### src/design/ems_consts.svh
`ifndef EMS_CONSTS_SVH
`define EMS_CONSTS_SVH

// Register addresses
`define ADDR_HEAT_CORR 8'h00
`define ADDR_HEAT_RANGE 8'h02
`define ADDR_RSW_ERR 8'h04
`define ADDR_STATUS 8'h1d
`define ADDR_PRESS_MSB 8'h1f
`define ADDR_PRESS_LSB 8'h20
`define ADDR_PRESS_XLSB 8'h21
`define ADDR_TEMP_MSB 8'h22
`define ADDR_TEMP_LSB 8'h23
`define ADDR_TEMP_XLSB 8'h24
`define ADDR_HUM_MSB 8'h25
`define ADDR_HUM_LSB 8'h26
`define ADDR_GAS_MSB 8'h2a
`define ADDR_GAS_LSB 8'h2b
`define ADDR_TARGET_BASE 8'h5a
`define ADDR_DURATION_BASE 8'h64
`define ADDR_CTRL_GAS 8'h71
`define ADDR_CTRL_HUM 8'h72
`define ADDR_CTRL_MEAS 8'h74
`define ADDR_CONFIG 8'h75
`define ADDR_CAL_B_LOW 8'heb
`define ADDR_CAL_B_HIGH 8'hec
`define ADDR_CAL_A 8'hed
`define ADDR_CAL_C 8'hee

// Field positions
`define OSRT_MSB 7
`define OSRT_LSB 5
`define OSRP_MSB 4
`define OSRP_LSB 2
`define MODE_MSB 1
`define MODE_LSB 0
`define OSRH_MSB 2
`define OSRH_LSB 0
`define FILT_MSB 4
`define FILT_LSB 2
`define RUN_GAS_BIT 4
`define PROF_MSB 3
`define PROF_LSB 0

// Values
`define NUM_PROFILES 10
`define MODE_SLEEP 2'h0
`define MODE_FORCED 2'h1
`define SKIP_CODE 20'h80000
`define CH_TEMP 2'h0
`define CH_PRESS 2'h1
`define CH_HUM 2'h2
`define CH_GAS 2'h3

// Timing
`define CLK_PERIOD_PS 4000
`define HEAT_TICK_NS 1000000
`define HEAT_TICK_CYCLES ((`HEAT_TICK_NS * 1000) / `CLK_PERIOD_PS)

`endif

### src/design/ems_pkg.sv
package ems_pkg;

  typedef enum logic [2:0] {
    ST_IDLE,
    ST_TEMP,
    ST_PRESS,
    ST_HUM,
    ST_HEAT,
    ST_GAS,
    ST_DONE
  } ems_state_t;

endpackage

### src/design/ems_filter_chan.sv
`timescale 1ns/1ps
`include "ems_consts.svh"

module ems_filter_chan import ems_pkg::*; #(
  parameter int W = 20,
  parameter int KW = 3
) (
  // Clock and reset
  input wire logic ref_clk,
  input wire logic reset,
  // Control
  input wire logic flt_reset,
  input wire logic [KW-1:0] coef_shift,
  // Conversion
  input wire logic conv_valid,
  input wire logic conv_skip,
  input wire logic [W-1:0] conv_data,
  // Result
  output logic [W-1:0] result_ff
);

  localparam int AW = W + (2 ** KW);

  logic [W-1:0] mem_ff;
  logic primed_ff;
  logic [AW-1:0] nxt_acc;
  logic [W-1:0] nxt_filt;

  // Coefficient is a power of two, so the divide is a shift
  always_comb begin
    nxt_acc = (AW'(mem_ff) << coef_shift) - AW'(mem_ff) + AW'(conv_data);
    nxt_filt = W'(nxt_acc >> coef_shift);
  end

  always_ff @(posedge ref_clk) begin
    if (reset) begin
      primed_ff <= 1'b0;
    end else if (flt_reset) begin
      primed_ff <= 1'b0;
    end else if (conv_valid) begin
      primed_ff <= 1'b1;
    end
  end

  // Skips leave the memory alone so a re-enabled channel resumes
  always_ff @(posedge ref_clk) begin
    if (reset) begin
      mem_ff <= '0;
    end else if (conv_valid) begin
      mem_ff <= primed_ff ? nxt_filt : conv_data;
    end
  end

  always_ff @(posedge ref_clk) begin
    if (reset) begin
      result_ff <= '0;
    end else if (conv_valid) begin
      result_ff <= primed_ff ? nxt_filt : conv_data;
    end else if (conv_skip) begin
      result_ff <= W'(`SKIP_CODE);
    end
  end
endmodule

### src/design/ems_sequencer.sv
// Overview of operation
// - Humidity conversion is skippable; a three-bit field picks its oversampling.
// - Humidity result is the raw 16-bit conversion, never filtered.
// - Only temperature and pressure are filtered, giving 20-bit results.
// - Filtered value is memory times (c-1) plus new sample, over c.
// - Each filtered value updates both filter memory and result registers.
// - Any coefficient register write resets the filter, except one ignored while a mode change is waiting.
// - First sample after filter reset passes unchanged and seeds the memory.
// - Skipped temperature or pressure channel keeps its memory; its result reads 0x80000.
// - Re-enabled channel filters from memory of its last real conversion.
// - Ten heater profiles, each with an eight-bit target code.
// - Target code is a heater resistance, used directly by regulation.
// - Heating starts only after temperature, pressure, humidity finish.
// - Each profile has an eight-bit duration, 1 ms to 4032 ms.
// - Fresh-result flag is set when a new result is ready.
// - Gas-valid and heater-settled status bits are reported.
// - Heater-settled is clear when the plate missed its target.
// - Signed four-bit range switching error sits in 0x04 bits 7:4.
// - A four-bit gas range code accompanies each gas value.
// - Two-bit heater range sits in 0x02 bits 5:4.
// - Signed heater resistance correction reads at 0x00.
// - Mode 01 runs one full cycle, then returns to sleep.
// - Four-bit profile select picks the target and duration used.
// - Gas heating and conversion happen only with gas run enable set.
// - Mode change during a cycle waits; further control writes ignored meanwhile.
`timescale 1ns/1ps
`include "ems_consts.svh"

module ems_sequencer import ems_pkg::*; #(
  parameter int HEAT_TICK = `HEAT_TICK_CYCLES,
  parameter int NPROF = `NUM_PROFILES
) (
  // Clock and reset
  input wire logic ref_clk,
  input wire logic reset,
  // Register port
  input wire logic [7:0] reg_addr,
  input wire logic reg_wr,
  input wire logic [7:0] reg_wdata,
  input wire logic reg_rd,
  output logic [7:0] reg_rdata_ff,
  // Trim and calibration values
  input wire logic [7:0] trim_heat_corr,
  input wire logic [1:0] trim_heat_range,
  input wire logic [3:0] trim_rsw_err,
  input wire logic [7:0] trim_cal_a,
  input wire logic [15:0] trim_cal_b,
  input wire logic [7:0] trim_cal_c,
  // Converter
  output logic adc_start_ff,
  output logic [1:0] adc_chan_ff,
  output logic [2:0] adc_osr_ff,
  input wire logic adc_done,
  input wire logic [19:0] adc_data,
  input wire logic [3:0] adc_gas_range,
  // Heater
  output logic heater_on_ff,
  output logic [7:0] heater_target_ff,
  input wire logic heater_at_target,
  // Status
  output logic measuring_ff
);

  localparam int TW = $clog2(HEAT_TICK + 1);

  ems_state_t st_ff;
  ems_state_t cur_next;
  logic [2:0] osrs_t_ff, osrs_p_ff, osrs_h_ff, filter_ff;
  logic [1:0] mode_ff, pend_mode_ff;
  logic pend_ff, run_gas_ff, issued_ff;
  logic [3:0] profile_ff;
  logic [7:0] target_ff [NPROF];
  logic [7:0] dur_ff [NPROF];
  logic [15:0] hum_ff;
  logic [9:0] gas_r_ff;
  logic [3:0] gas_range_ff;
  logic new_data_ff, gas_valid_ff, heat_stab_ff;
  logic [TW-1:0] div_ff;
  logic [12:0] ms_cnt_ff;
  logic [12:0] heat_len;
  logic [7:0] cur_dur;
  logic ms_tick, heat_over, busy, wr_ok, meas_wr, flt_reset, gas_en;
  logic [2:0] cur_osr;
  logic [1:0] cur_chan;
  logic conv_done, t_valid, p_valid, t_skip, p_skip;
  logic [19:0] temp_res, press_res;

  assign busy = st_ff != ST_IDLE;
  // Once a mode change is waiting, the control registers are frozen
  assign wr_ok = reg_wr && !pend_ff;
  assign meas_wr = wr_ok && reg_addr == `ADDR_CTRL_MEAS;
  assign flt_reset = wr_ok && reg_addr == `ADDR_CONFIG;
  assign gas_en = run_gas_ff && profile_ff < 4'(NPROF);
  assign conv_done = issued_ff && adc_done;

  always_comb begin
    cur_osr = 3'h0;
    cur_chan = `CH_TEMP;
    cur_next = st_ff;
    unique case (st_ff)
      ST_TEMP: begin
        cur_osr = osrs_t_ff;
        cur_chan = `CH_TEMP;
        cur_next = ST_PRESS;
      end
      ST_PRESS: begin
        cur_osr = osrs_p_ff;
        cur_chan = `CH_PRESS;
        cur_next = ST_HUM;
      end
      ST_HUM: begin
        cur_osr = osrs_h_ff;
        cur_chan = `CH_HUM;
        cur_next = gas_en ? ST_HEAT : ST_DONE;
      end
      ST_GAS: begin
        cur_osr = 3'h1;
        cur_chan = `CH_GAS;
        cur_next = ST_DONE;
      end
      ST_IDLE, ST_HEAT, ST_DONE: begin
        cur_next = st_ff;
      end
    endcase
  end

  // Control registers
  always_ff @(posedge ref_clk) begin
    if (reset) begin
      osrs_t_ff <= 3'h0;
      osrs_p_ff <= 3'h0;
      osrs_h_ff <= 3'h0;
      filter_ff <= 3'h0;
      run_gas_ff <= 1'b0;
      profile_ff <= 4'h0;
    end else if (wr_ok) begin
      unique case (reg_addr)
        `ADDR_CTRL_MEAS: begin
          osrs_t_ff <= reg_wdata[`OSRT_MSB:`OSRT_LSB];
          osrs_p_ff <= reg_wdata[`OSRP_MSB:`OSRP_LSB];
        end
        `ADDR_CTRL_HUM: osrs_h_ff <= reg_wdata[`OSRH_MSB:`OSRH_LSB];
        `ADDR_CONFIG: filter_ff <= reg_wdata[`FILT_MSB:`FILT_LSB];
        `ADDR_CTRL_GAS: begin
          run_gas_ff <= reg_wdata[`RUN_GAS_BIT];
          profile_ff <= reg_wdata[`PROF_MSB:`PROF_LSB];
        end
        default: begin
        end
      endcase
    end
  end

  // Heater profiles
  always_ff @(posedge ref_clk) begin
    if (reset) begin
      for (int i = 0; i < NPROF; i++) begin
        target_ff[i] <= 8'h00;
        dur_ff[i] <= 8'h00;
      end
    end else if (wr_ok) begin
      for (int i = 0; i < NPROF; i++) begin
        if (reg_addr == `ADDR_TARGET_BASE + 8'(i)) begin
          target_ff[i] <= reg_wdata;
        end
        if (reg_addr == `ADDR_DURATION_BASE + 8'(i)) begin
          dur_ff[i] <= reg_wdata;
        end
      end
    end
  end

  // Mode, with deferral of a change that arrives mid-cycle
  always_ff @(posedge ref_clk) begin
    if (reset) begin
      mode_ff <= `MODE_SLEEP;
      pend_ff <= 1'b0;
      pend_mode_ff <= `MODE_SLEEP;
    end else if (st_ff == ST_DONE) begin
      pend_ff <= 1'b0;
      if (meas_wr) begin
        mode_ff <= reg_wdata[`MODE_MSB:`MODE_LSB];
      end else if (pend_ff) begin
        mode_ff <= pend_mode_ff;
      end else begin
        mode_ff <= `MODE_SLEEP;
      end
    end else if (meas_wr && busy) begin
      pend_ff <= 1'b1;
      pend_mode_ff <= reg_wdata[`MODE_MSB:`MODE_LSB];
    end else if (meas_wr) begin
      mode_ff <= reg_wdata[`MODE_MSB:`MODE_LSB];
    end
  end

  // Sequencer and converter requests
  always_ff @(posedge ref_clk) begin
    if (reset) begin
      st_ff <= ST_IDLE;
      issued_ff <= 1'b0;
      adc_start_ff <= 1'b0;
      adc_chan_ff <= `CH_TEMP;
      adc_osr_ff <= 3'h0;
    end else begin
      adc_start_ff <= 1'b0;
      unique case (st_ff)
        ST_IDLE: begin
          if (mode_ff == `MODE_FORCED) begin
            st_ff <= ST_TEMP;
          end
        end
        ST_TEMP, ST_PRESS, ST_HUM, ST_GAS: begin
          if (cur_osr == 3'h0) begin
            st_ff <= cur_next;
          end else if (!issued_ff) begin
            adc_start_ff <= 1'b1;
            adc_chan_ff <= cur_chan;
            adc_osr_ff <= cur_osr;
            issued_ff <= 1'b1;
          end else if (adc_done) begin
            issued_ff <= 1'b0;
            st_ff <= cur_next;
          end
        end
        ST_HEAT: begin
          if (heat_over) begin
            st_ff <= ST_GAS;
          end
        end
        ST_DONE: st_ff <= ST_IDLE;
      endcase
    end
  end

  // Millisecond enable and heating time; a zero code still heats one tick
  always_comb begin
    cur_dur = gas_en ? dur_ff[profile_ff] : 8'h00;
    heat_len = 13'({7'h00, cur_dur[5:0]} << {cur_dur[7:6], 1'b0});
    if (heat_len == 13'h0) begin
      heat_len = 13'h1;
    end
  end
  assign ms_tick = st_ff == ST_HEAT && div_ff == TW'(HEAT_TICK - 1);
  assign heat_over = ms_tick && ms_cnt_ff == heat_len - 13'h1;

  always_ff @(posedge ref_clk) begin
    if (reset || st_ff != ST_HEAT) begin
      div_ff <= '0;
      ms_cnt_ff <= 13'h0;
    end else if (ms_tick) begin
      div_ff <= '0;
      ms_cnt_ff <= ms_cnt_ff + 13'h1;
    end else begin
      div_ff <= div_ff + TW'(1);
    end
  end

  // Heater drive; the code is a resistance setpoint for the regulation loop
  always_ff @(posedge ref_clk) begin
    if (reset) begin
      heater_on_ff <= 1'b0;
      heater_target_ff <= 8'h00;
    end else begin
      heater_on_ff <= st_ff == ST_HEAT || st_ff == ST_GAS;
      if (st_ff == ST_HEAT) begin
        heater_target_ff <= target_ff[profile_ff];
      end
    end
  end

  // Filtered channels
  assign t_valid = st_ff == ST_TEMP && conv_done;
  assign p_valid = st_ff == ST_PRESS && conv_done;
  assign t_skip = st_ff == ST_TEMP && osrs_t_ff == 3'h0;
  assign p_skip = st_ff == ST_PRESS && osrs_p_ff == 3'h0;

  ems_filter_chan #(.W(20), .KW(3)) u_temp_filt (
    .ref_clk(ref_clk),
    .reset(reset),
    .flt_reset(flt_reset),
    .coef_shift(filter_ff),
    .conv_valid(t_valid),
    .conv_skip(t_skip),
    .conv_data(adc_data),
    .result_ff(temp_res)
  );

  ems_filter_chan #(.W(20), .KW(3)) u_press_filt (
    .ref_clk(ref_clk),
    .reset(reset),
    .flt_reset(flt_reset),
    .coef_shift(filter_ff),
    .conv_valid(p_valid),
    .conv_skip(p_skip),
    .conv_data(adc_data),
    .result_ff(press_res)
  );

  // Unfiltered results and status
  always_ff @(posedge ref_clk) begin
    if (reset) begin
      hum_ff <= 16'h0000;
      gas_r_ff <= 10'h000;
      gas_range_ff <= 4'h0;
      new_data_ff <= 1'b0;
      gas_valid_ff <= 1'b0;
      heat_stab_ff <= 1'b0;
      measuring_ff <= 1'b0;
    end else begin
      measuring_ff <= busy;
      if (st_ff == ST_IDLE && mode_ff == `MODE_FORCED) begin
        new_data_ff <= 1'b0;
        gas_valid_ff <= 1'b0;
        heat_stab_ff <= 1'b0;
      end
      if (st_ff == ST_HUM && conv_done) begin
        hum_ff <= adc_data[15:0];
      end
      if (heat_over) begin
        heat_stab_ff <= heater_at_target;
      end
      if (st_ff == ST_GAS && conv_done) begin
        gas_r_ff <= adc_data[9:0];
        gas_range_ff <= adc_gas_range;
        gas_valid_ff <= 1'b1;
      end
      if (st_ff == ST_DONE) begin
        new_data_ff <= 1'b1;
      end
    end
  end

  // Register reads, one cycle after the strobe
  always_ff @(posedge ref_clk) begin
    if (reset) begin
      reg_rdata_ff <= 8'h00;
    end else if (reg_rd) begin
      reg_rdata_ff <= 8'h00;
      for (int i = 0; i < NPROF; i++) begin
        if (reg_addr == `ADDR_TARGET_BASE + 8'(i)) begin
          reg_rdata_ff <= target_ff[i];
        end
        if (reg_addr == `ADDR_DURATION_BASE + 8'(i)) begin
          reg_rdata_ff <= dur_ff[i];
        end
      end
      unique case (reg_addr)
        `ADDR_HEAT_CORR: reg_rdata_ff <= trim_heat_corr;
        `ADDR_HEAT_RANGE: reg_rdata_ff <= {2'h0, trim_heat_range, 4'h0};
        `ADDR_RSW_ERR: reg_rdata_ff <= {trim_rsw_err, 4'h0};
        `ADDR_STATUS: reg_rdata_ff <= {new_data_ff, st_ff == ST_HEAT || st_ff == ST_GAS, busy, 1'b0, profile_ff};
        `ADDR_PRESS_MSB: reg_rdata_ff <= press_res[19:12];
        `ADDR_PRESS_LSB: reg_rdata_ff <= press_res[11:4];
        `ADDR_PRESS_XLSB: reg_rdata_ff <= {press_res[3:0], 4'h0};
        `ADDR_TEMP_MSB: reg_rdata_ff <= temp_res[19:12];
        `ADDR_TEMP_LSB: reg_rdata_ff <= temp_res[11:4];
        `ADDR_TEMP_XLSB: reg_rdata_ff <= {temp_res[3:0], 4'h0};
        `ADDR_HUM_MSB: reg_rdata_ff <= hum_ff[15:8];
        `ADDR_HUM_LSB: reg_rdata_ff <= hum_ff[7:0];
        `ADDR_GAS_MSB: reg_rdata_ff <= gas_r_ff[9:2];
        `ADDR_GAS_LSB: reg_rdata_ff <= {gas_r_ff[1:0], gas_valid_ff, heat_stab_ff, gas_range_ff};
        `ADDR_CTRL_GAS: reg_rdata_ff <= {3'h0, run_gas_ff, profile_ff};
        `ADDR_CTRL_HUM: reg_rdata_ff <= {5'h00, osrs_h_ff};
        `ADDR_CTRL_MEAS: reg_rdata_ff <= {osrs_t_ff, osrs_p_ff, mode_ff};
        `ADDR_CONFIG: reg_rdata_ff <= {3'h0, filter_ff, 2'h0};
        `ADDR_CAL_B_LOW: reg_rdata_ff <= trim_cal_b[7:0];
        `ADDR_CAL_B_HIGH: reg_rdata_ff <= trim_cal_b[15:8];
        `ADDR_CAL_A: reg_rdata_ff <= trim_cal_a;
        `ADDR_CAL_C: reg_rdata_ff <= trim_cal_c;
        default: begin
        end
      endcase
    end
  end
endmodule

### config.mk
export PLATFORM = sky130hd
export DESIGN_NAME = ems_sequencer
export DESIGN_NICKNAME = d
export VERILOG_FILES = /design/src/design/ems_pkg.sv /design/src/design/ems_filter_chan.sv /design/src/design/ems_sequencer.sv
export VERILOG_INCLUDE_DIRS = /design/src /design/src/design
export SDC_FILE = /design/constraint.sdc
export NUM_CORES = 1
export LEC_CHECK = 0
export ABC_AREA = 1
export BUFFER_PORTS_ARGS = -buffer_cell sky130_fd_sc_hd__buf_2
export CORE_MARGIN = 4
export CORE_UTILIZATION = 40
export CTS_CLUSTER_SIZE = 16
export DETAILED_ROUTE_END_ITERATION = 10
export PLACE_DENSITY = 0.62
export SLEW_MARGIN = 20
export SYNTH_ARGS = -nofsm -noshare
export SYNTH_HDL_FRONTEND = slang
export SYNTH_SLANG_ARGS = --single-unit
### constraint.sdc
create_clock -name ref_clk -period 5.5 [get_ports ref_clk]
set_clock_uncertainty 0.15 [all_clocks]
set_input_delay 1.1 -clock ref_clk [delete_from_list [all_inputs] [get_ports ref_clk]]
set_output_delay 1.1 -clock ref_clk [all_outputs]
set_load 0.01 [all_outputs]
==> key figures, run 1 <==
Run status
  – Status: finished, final reports clean

Worst setup path
  – Crit end category: flop
  – Worst-path cell chain: inv_2, o21ai_0, nand2_1, o21ai_0, fa_1, inv_1, ha_1, nand2_1, inv_1, a21oi_1, o21ai_1, a21oi_1, o21ai_0, xnor2_1, o21ai_0, nand2_1, o21ai_0, o21ai_0, o22ai_1, nand2_1, a21oi_1
  – Worst setup SP type: flop
  – WP buf/inv: 3
  – CP max-delay cell: inv_2
  – Critical path class: flop to flop
  – Max incr delay on CP: between 0.5 and 0.6 ns
  – Critical path fanouts, max: 41
  – CP required: 5.83 ns
  – CP top delay family: compound AO/OA/AOI/OAI gates
  – Most common cell on crit path: o21ai_0
  – WP data arrival: around 5.4 ns

Finish
  – FILL cells: 6301
  – Area delta synth->final: 11.5%
  – Util after Layout: 45.2%
  – Final Instance Count excl. Fillers: 4400
  – # nets final: roughly 3800
  – Ratio of cells with drive above 1 in the final layout: ~9%

STA
  – Final setup fails: 0
  – Final Critical Period: between 5 and 6 ns
  – Fmax: roughly 200 MHz
  – Worst slew pin tran: 1.22 ns
  – Final TNS setup: 0 ns
  – Worst hold margin: 0.301 ns
  – Fin. Hold Viols: 0
  – Relative slew slack: a little under a fifth
  – RSZ-0062 raised after global routing: false
  – Max Slew Vio Count: 0
  – Final Cycle Share: 92.2%

Clock network
  – H-tree depth: 2
  – Post-CTS setup repair buffer count: 0
  – Clock buffer depth: 3
  – CTS tree: built
  – # clock sinks: 360
  – Clock tree root driver cell: clkbuf_16
  – TritonCTS Buffers: 41
  – Post-CTS Hold Fix Bufs: 0
  – Post_cts resized: 0
  – Clock slew at reported path FFs: 0.06 ns
  – Clock Latency Late Sink: 0.59 ns

Route
  – Total Wirelength: 89900 µm
  – Number of DRC markers in iteration 0: 3053
  – Vias: 24800
  – Residual DRC: 0
  – Metal-1 WL: 40400 µm
  – DR vias/cell: about 5.6
  – Final ANT Viol Nets: 0
  – DR WL met3: around 8900 µm
  – Top layer in use: met4
  – DR WL met2: ~37000 µm
  – Routed WL per cell: 20.4 µm
  – Detailed Routing Iterations Pass 1: 6

Synthesis
  – Prevailing post-synth register cell: dfxtp_1
  – Post-synth top area share: 19.6%
  – Post-synth top area cell: edfxtp_1
  – Synthesis Warnings: 0
  – Yosys reg bits: 360
  – Yosys cell types: between 60 and 70
  – Mapped Area: 0.0245 mm²
  – Cells after synthesis: around 3500
  – Total nets after synthesis: roughly 3700
  – Async S/R FF share, synth: 0%
  – Syn avg cell area: between 6 and 7 µm²
  – Register area share after synthesis: a little over a third
  – Largest cells by area after synthesis: edfxtp_1 (20%), dfxtp_1 (16%), nand2_1 (13%), nor2_1 (7.0%), o21ai_0 (6.1%)
  – Post-synth EDFFs: 160

Global route
  – Gr usage total: a little over a quarter
  – GRT Residual Overflow: 0
  – Vias in the first global route: 22600
  – First-pass GRT wire length: 136000 µm
  – Largest net degree at the start of global routing: 88
  – Initial antenna violation count: 4

Floorplanning
  – DIE WIDTH: 256 µm
  – Core area: between 0.06 and 0.07 mm²
  – Ports: 116
  – Rows: 90
  – Die H: 256 µm
  – Die area: 0.0654 mm²
  – Starting Density: 40.5%

Power and ir drop
  – PwrDens: 251 mW/mm²
  – Peak supply drop: 197 µV
  – Static Leakage: 0.0114 µW
  – Pwr Total: just under 7000 µW

Placement
  – Gp weighted congestion: 0.974
  – Port Buffers: approximately 120
  – # placed instances: 4322
  – HPWL Detailed: between 60000 and 70000 µm

Worst hold path
  – Min-delay worst type: flop to flop

Run
  – Max-cap viol count: 0
-- metrics by stage --
stage                     instance area [µm²]  setup WS [ns]
after floorplan                         24500          0.751
after global placement                  25900          0.413
after detailed placement                25900          0.417
after CTS                               27300          0.577
after global routing                    27400         0.0322
final                                   27400          0.426
-- worst reg2reg max path, cell delays in order (launching register included) --
cell and delay (ns):
dfxtp_2 0.36, inv_2 0.53, o21ai_0 0.33, nand2_1 0.13, o21ai_0 0.11, fa_1 0.51, inv_1 0.04, ha_1 0.34
nand2_1 0.09, inv_1 0.04, a21oi_1 0.39, o21ai_1 0.19, a21oi_1 0.25, o21ai_0 0.14, xnor2_1 0.19, o21ai_0 0.30
nand2_1 0.10, o21ai_0 0.14, o21ai_0 0.12, o22ai_1 0.25, nand2_1 0.15, a21oi_1 0.13
-- cell families after synthesis --
logic type	after synthesis	share of synthesized area [%]
compound gates	767	18.1
xor+xnor	47	1.68
fa+ha+maj	97	6.17
buf+inv	568	9.07
flops	360	35.9
mux	5	0.204
simple gates	1682	28.9
-- cell type report --
| class | count | area [µm²] | share of cell area, % |
|---|---|---|---|
| diodes | 3 | 7.51 | 0.0274 |
| clock buffers | 55 | 1170 | 4.28 |
| clock inverters | 20 | 253 | 0.924 |
| inverters | 408 | 1540 | 5.62 |
| multi-input cells | 2598 | 13500 | 49.5 |
| flip-flops and latches | 360 | 8820 | 32.2 |
| well taps | 782 | 978 | 3.58 |
| repair buffers | 174 | 1060 | 3.87 |
-- metal layers --
metal | track usage, % | up-vias
li1 | - | 11900
met4 | 9.42 | 0
met2 | 38.0 | 1171
met3 | 5.15 | 197
met1 | 38.9 | 11500
met5 | 0 | -
-- sequential cells by signal, summed over array words and instances, names as in the netlist, 8 cells and up, named ones only --
register and cells:
hum_ff 16, div_ff 18, u_temp_filt.mem_ff 20, reg_rdata_ff 8
gas_r_ff 10, heater_target_ff 8, dur_ff 80, ms_cnt_ff 13
u_temp_filt.result_ff 20, target_ff 80, u_press_filt.result_ff 20, u_press_filt.mem_ff 20
-- cell usage in the layout, fill, tap and decap left out, types with 8 or more instances in the layout --
master / n
a41oi_1: 8
o221ai_1: 13
o21ai_1: 11
o21ai_0: 294
nand3_1: 219
a31oi_1: 9
a21oi_1: 261
a22o_1: 10
clkbuf_16: 42
buf_4: 57
nor2_1: 455
a21o_1: 10
nand2_4: 8
buf_2: 114
nand3_2: 11
edfxtp_1: 160
inv_2: 9
nand2_1: 839
o211ai_1: 45
or2_2: 17
fa_1: 40
ha_1: 57
xnor2_1: 17
nor3_1: 41
nand4_1: 50
xor2_1: 30
clkinv_1: 14
dfxtp_1: 196
a221oi_1: 25
o2111ai_1: 12
inv_1: 387
nand2_2: 10
o22ai_1: 27
-- final timing paths --
kind | startpoint | to | slack (ns) | cells past startpoint
worst max-delay path | filter_ff[1] | u_press_filt.result_ff[10] | 0.43 | 21
worst min-delay path | div_ff[0] | div_ff[0] | 0.30 | 1
worst min register to register | div_ff[0] | div_ff[0] | 0.30 | 1
worst max register to register | filter_ff[1] | u_press_filt.result_ff[10] | 0.43 | 21
-- cells in the mapped netlist, types with 6 or more instances --
cell and n:
a21o_1 10, a21oi_1 261, a221oi_1 25, a22o_1 10, a31oi_1 9, a41oi_1 9, buf_1 20, buf_2 6
buf_6 8, clkbuf_1 122, clkinv_1 8, dfxtp_1 200, edfxtp_1 160, fa_1 40, ha_1 57, inv_1 392
inv_2 6, nand2_1 839, nand2_2 10, nand2_4 8, nand3_1 219, nand3_2 11, nand4_1 50, nor2_1 457
nor3_1 41, nor4_1 7, o2111ai_1 12, o211ai_1 45, o21ai_0 300, o221ai_1 13, o22ai_1 27, or2_2 17
xnor2_1 17, xor2_1 30
-- power breakdown --
group	internal, µW	switching [µW]	leakage, µW	total, µW
logic	311	718	0.00757	1030
clock network	1730	1190	0.000693	2930
registers	2870	51.4	0.00313	2920
total	4920	1960	0.0114	6880
Power figures use the tool's default switching activity.
==> inputs of run 2 (changes only) <==
--- a/config.mk
+++ b/config.mk
@@ -7,13 +7,15 @@
 export NUM_CORES = 1
 export LEC_CHECK = 0
 export ABC_AREA = 1
-export BUFFER_PORTS_ARGS = -buffer_cell sky130_fd_sc_hd__buf_2
+export CORE_ASPECT_RATIO = 0.75
 export CORE_MARGIN = 4
 export CORE_UTILIZATION = 40
 export CTS_CLUSTER_SIZE = 16
 export DETAILED_ROUTE_END_ITERATION = 10
-export PLACE_DENSITY = 0.62
+export DONT_BUFFER_PORTS = 1
+export PLACE_DENSITY = 0.6
 export SLEW_MARGIN = 20
 export SYNTH_ARGS = -nofsm -noshare
 export SYNTH_HDL_FRONTEND = slang
+export SYNTH_HIERARCHICAL = 1
 export SYNTH_SLANG_ARGS = --single-unit
==> key figures, run 2 <==
Synthesis
  – Total nets after synthesis: 4244 (was 3715)
  – Top post-synthesis cells by count: nand2_1 (1138), inv_1 (584), nor2_1 (448) (was nand2_1 (839), nor2_1 (457), inv_1 (392))
  – Yosys cell types: 61 (was 63)
  – Count leader, synth: nand2_1 (unchanged)
  – Post-synth top area cell: edfxtp_1 (unchanged)
  – Syn avg cell area: 6.53 µm² (was 6.96 µm²)
  – Post-synth top area share: 18.1% (was 19.6%)
  – Largest cells by area after synthesis: edfxtp_1 (18%), nand2_1 (16%), dfxtp_1 (15%), inv_1 (8.3%), nand3_1 (7.5%) (was edfxtp_1 (20%), dfxtp_1 (16%), nand2_1 (13%), nor2_1 (7.0%), o21ai_0 (6.1%))
  – Cells after synthesis: 4055 (was 3526)
  – Register area share after synthesis: 33.3% (was 35.9%)
  – Post-synth EDFFs: 160 (unchanged)
  – Yosys reg bits: 360 (unchanged)
  – Async S/R FF share, synth: 0% (unchanged)
  – Prevailing post-synth register cell: dfxtp_1 (unchanged)
  – Mapped Area: 0.0265 mm² (was 0.0245 mm²)
  – Synthesis Warnings: 6 (was 0)

Finish
  – Final Instance Count excl. Fillers: 4894 (was 4400)
  – # nets final: 4179 (was 3772)
  – Top Registers: dur_ff: 80 flops, target_ff: 80 flops (unchanged)
  – FILL cells: 7005 (was 6301)
  – Area delta synth->final: 7.59% (was 11.5%)
  – Ratio of cells with drive above 1 in the final layout: 5.35% (was 8.91%)
  – Util after Layout: 43.6% (was 45.2%)
  – Most frequent cells in the layout: nand2_1 (1138), inv_1 (583), nor2_1 (446) (was nand2_1 (839), nor2_1 (455), inv_1 (387))
  – Most common cell after layout, fill and taps aside: nand2_1 (unchanged)

Global route
  – Gr usage total: 28.3% (was 26.3%)
  – First-pass GRT wire length: 154000 µm (was 136000 µm)
  – Initial antenna violation count: 20 (was 4)
  – Vias in the first global route: 24300 (was 22600)
  – Largest net degree at the start of global routing: 97 (was 88)
  – GRT Residual Overflow: 0 (unchanged)

Placement
  – Gp weighted congestion: 0.970 (was 0.974)
  – DP Worst Slack: 0.635 ns (was 0.417 ns)
  – HPWL Detailed: 80100 µm (was 67600 µm)
  – Port Buffers: 0 (was 115)
  – # placed instances: 4820 (was 4322)

Power and ir drop
  – PwrDens: 229 mW/mm² (was 251 mW/mm²)
  – Seq pwr share: 44.8% (was 42.5%)
  – Peak supply drop: 185 µV (was 197 µV)
  – Switching Fraction: 29.2% (was 28.5%)
  – Static Leakage: 0.0125 µW (was 0.0114 µW)
  – Gate power share: 15.1% (was 15.0%)
  – Pwr Total: 6540 µW (was 6880 µW)
  – Net Sw Power: 1910 µW (was 1960 µW)
  – Internal power: 4630 µW (was 4920 µW)
  – Part of the power in the clock network: 40.1% (was 42.5%)

Clock network
  – Post_cts resized: 0 (unchanged)
  – Clock slew at reported path FFs: 0.07 ns (was 0.06 ns)
  – Clock tree root driver cell: clkbuf_16 (unchanged)
  – TritonCTS Buffers: 39 (was 41)
  – Clock Latency Late Sink: 0.57 ns (was 0.59 ns)
  – Post-CTS setup repair buffer count: 0 (unchanged)
  – CTS tree: built (unchanged)
  – # clock sinks: 360 (unchanged)
  – H-tree depth: 2 (unchanged)
  – Post-CTS Hold Fix Bufs: 0 (unchanged)
  – Clock buffer depth: 3 (unchanged)

STA
  – Final Cycle Share: 90.7% (was 92.2%)
  – Final Critical Period: 4.99 ns (was 5.07 ns)
  – RSZ-0062 raised after global routing: false (unchanged)
  – Fmax: 201 MHz (was 197 MHz)
  – Fin. Hold Viols: 0 (unchanged)
  – Relative slew slack: 15.7% (was 18.9%)
  – Max Slew Vio Count: 0 (unchanged)
  – Final TNS setup: 0 ns (unchanged)
  – Final setup fails: 0 (unchanged)
  – Final WS setup: 0.514 ns (was 0.426 ns)
  – Worst slew pin tran: 1.26 ns (was 1.22 ns)

Worst setup path
  – R2R cell count: 24 (was 21)
  – Most common cell on crit path: nand2_1 (was o21ai_0)
  – Worst-path cell chain: buf_4, nand2_1, nand2_1, inv_1, nand2_1, o21ai_0, nand2_1, nand2_1, fa_1, inv_1, ha_1, nand2_1, nor2_1, inv_1, nor2_1, nand3b_1, nand4_1, nand3_1, nand3_1, nand2_1, nand2_1, nand2_1, o21ai_1, a21oi_1 (was inv_2, o21ai_0, nand2_1, o21ai_0, fa_1, inv_1, ha_1, nand2_1, inv_1, a21oi_1, o21ai_1, a21oi_1, o21ai_0, xnor2_1, o21ai_0, nand2_1, o21ai_0, o21ai_0, o22ai_1, nand2_1, a21oi_1)
  – R2R Path End: u_temp_filt/result_ff[17] (was u_press_filt.result_ff[10])
  – Crit end category: flop (unchanged)
  – Worst setup SP type: flop (unchanged)
  – CP required: 5.78 ns (was 5.83 ns)
  – Critical path fanouts, max: 56 (was 41)
  – R2r startpoint: filter_ff[0] (was filter_ff[1])
  – Critical path class: flop to flop (unchanged)
  – Reg-to-reg slack, setup: 0.51 ns (was 0.43 ns)
  – Max incr delay on CP: 0.61 ns (was 0.53 ns)
  – WP data arrival: 5.27 ns (was 5.41 ns)
  – CP max-delay cell: buf_4 (was inv_2)

Route
  – Final ANT Viol Nets: 0 (unchanged)
  – Detailed Routing Iterations Pass 1: 6 (unchanged)
  – Number of DRC markers in iteration 0: 3840 (was 3053)
  – DR vias/cell: 5.59 (was 5.64)
  – Vias: 27400 (was 24800)
  – Total Wirelength: 103000 µm (was 89900 µm)
  – Residual DRC: 0 (unchanged)
  – Routed WL per cell: 21.1 µm (was 20.4 µm)

Worst hold path
  – Min-delay worst type: flop to flop (unchanged)
  – Worst Hold End: hum_ff[2] (was div_ff[0])
  – Hold_sp: hum_ff[2] (was div_ff[0])
  – Cell depth of the worst hold path: 2 (was 1)

Floorplanning
  – Ports: 116 (unchanged)
  – Starting Density: 40.5% (about the same)
  – Core area: 0.0654 mm² (was 0.0606 mm²)
  – DIE WIDTH: 305 µm (was 256 µm)
  – Die H: 231 µm (was 256 µm)
  – Die area: 0.0704 mm² (was 0.0654 mm²)
  – Rows: 81 (was 90)

Run status
  – Status: finished, final reports clean (unchanged)

Run
  – Max-cap viol count: 0 (unchanged)
run 2: cells by family (layout without fill, tap and decap cells):
family                     count (synthesis)  in the layout  synth area share, %
muxes                                      2              2               0.0756
adders and majority gates                 97             97                 5.72
buffers and inverters                    758            720                 11.1
xor gates and xnor gates                  33             33                 1.15
and+or+nand+nor                         2204           2204                 35.7
other                                      0              6                    0
AOI/OAI and AO/OA                        601            601                 13.0
DFF                                      360            360                 33.3
run 2: metrics by stage:
stage                     hold WS (ns)  instance area, µm²
after floorplan                  0.268               26500
after global placement           0.282               27300
after detailed placement         0.289               27300
after CTS                        0.298               28500
after global routing             0.327               28500
final                            0.299               28500
run 2: metal layers:
metal / vias to the layer above / global-route usage, % / part of all wire, %
li1: 13000 / - / -
met1: 12800 / 43.9 / 47
met2: 1373 / 36.4 / 37
met3: 143 / 10.8 / 14
met4: 28 / 5.50 / 2.0
met5: - / 0 / 0.19
run 2: critical path: cells and delay by family, from the launching register on:
kind,cells,cell delay [ns]
AOI/OAI and AO/OA,3,0.54
adders and majority gates,2,0.90
buffers and inverters,4,0.77
DFF,1,0.58
and+or+nand+nor,15,1.89
run 2: area by class of cell:
type	count	area, µm²	area share, %
repair buffers	46	345	1.21
diodes	6	15.0	0.0527
clock inverters	13	159	0.558
clock buffers	55	1050	3.67
flip-flops and latches	360	8820	30.9
multi-input cells	2937	14700	51.7
inverters	606	2280	8.00
well taps	871	1090	3.83
run 2: worst max-delay path by stage:
stage | from | end | slack [ns]
after CTS | filter_ff[0] | u_temp_filt/result_ff[17] | 0.60
final | filter_ff[0] | u_temp_filt/result_ff[17] | 0.51
after global placement | filter_ff[0] | u_temp_filt/result_ff[19] | 0.57
after global routing | filter_ff[0] | u_temp_filt/mem_ff[17] | 0.12
after detailed placement | filter_ff[0] | u_temp_filt/result_ff[17] | 0.63
after floorplan | filter_ff[0] | u_press_filt/mem_ff[0] | 1.70
run 2: power by group through the flow:
stage | Sequential [µW] | Combinational (µW) | Clock (µW)
after global routing | 2930 | 1100 | 2750
after CTS | 2920 | 968 | 2650
after floorplan | 2950 | 697 | 0
after detailed placement | 2980 | 964 | 0
after global placement | 2980 | 967 | 0
final | 2930 | 990 | 2620
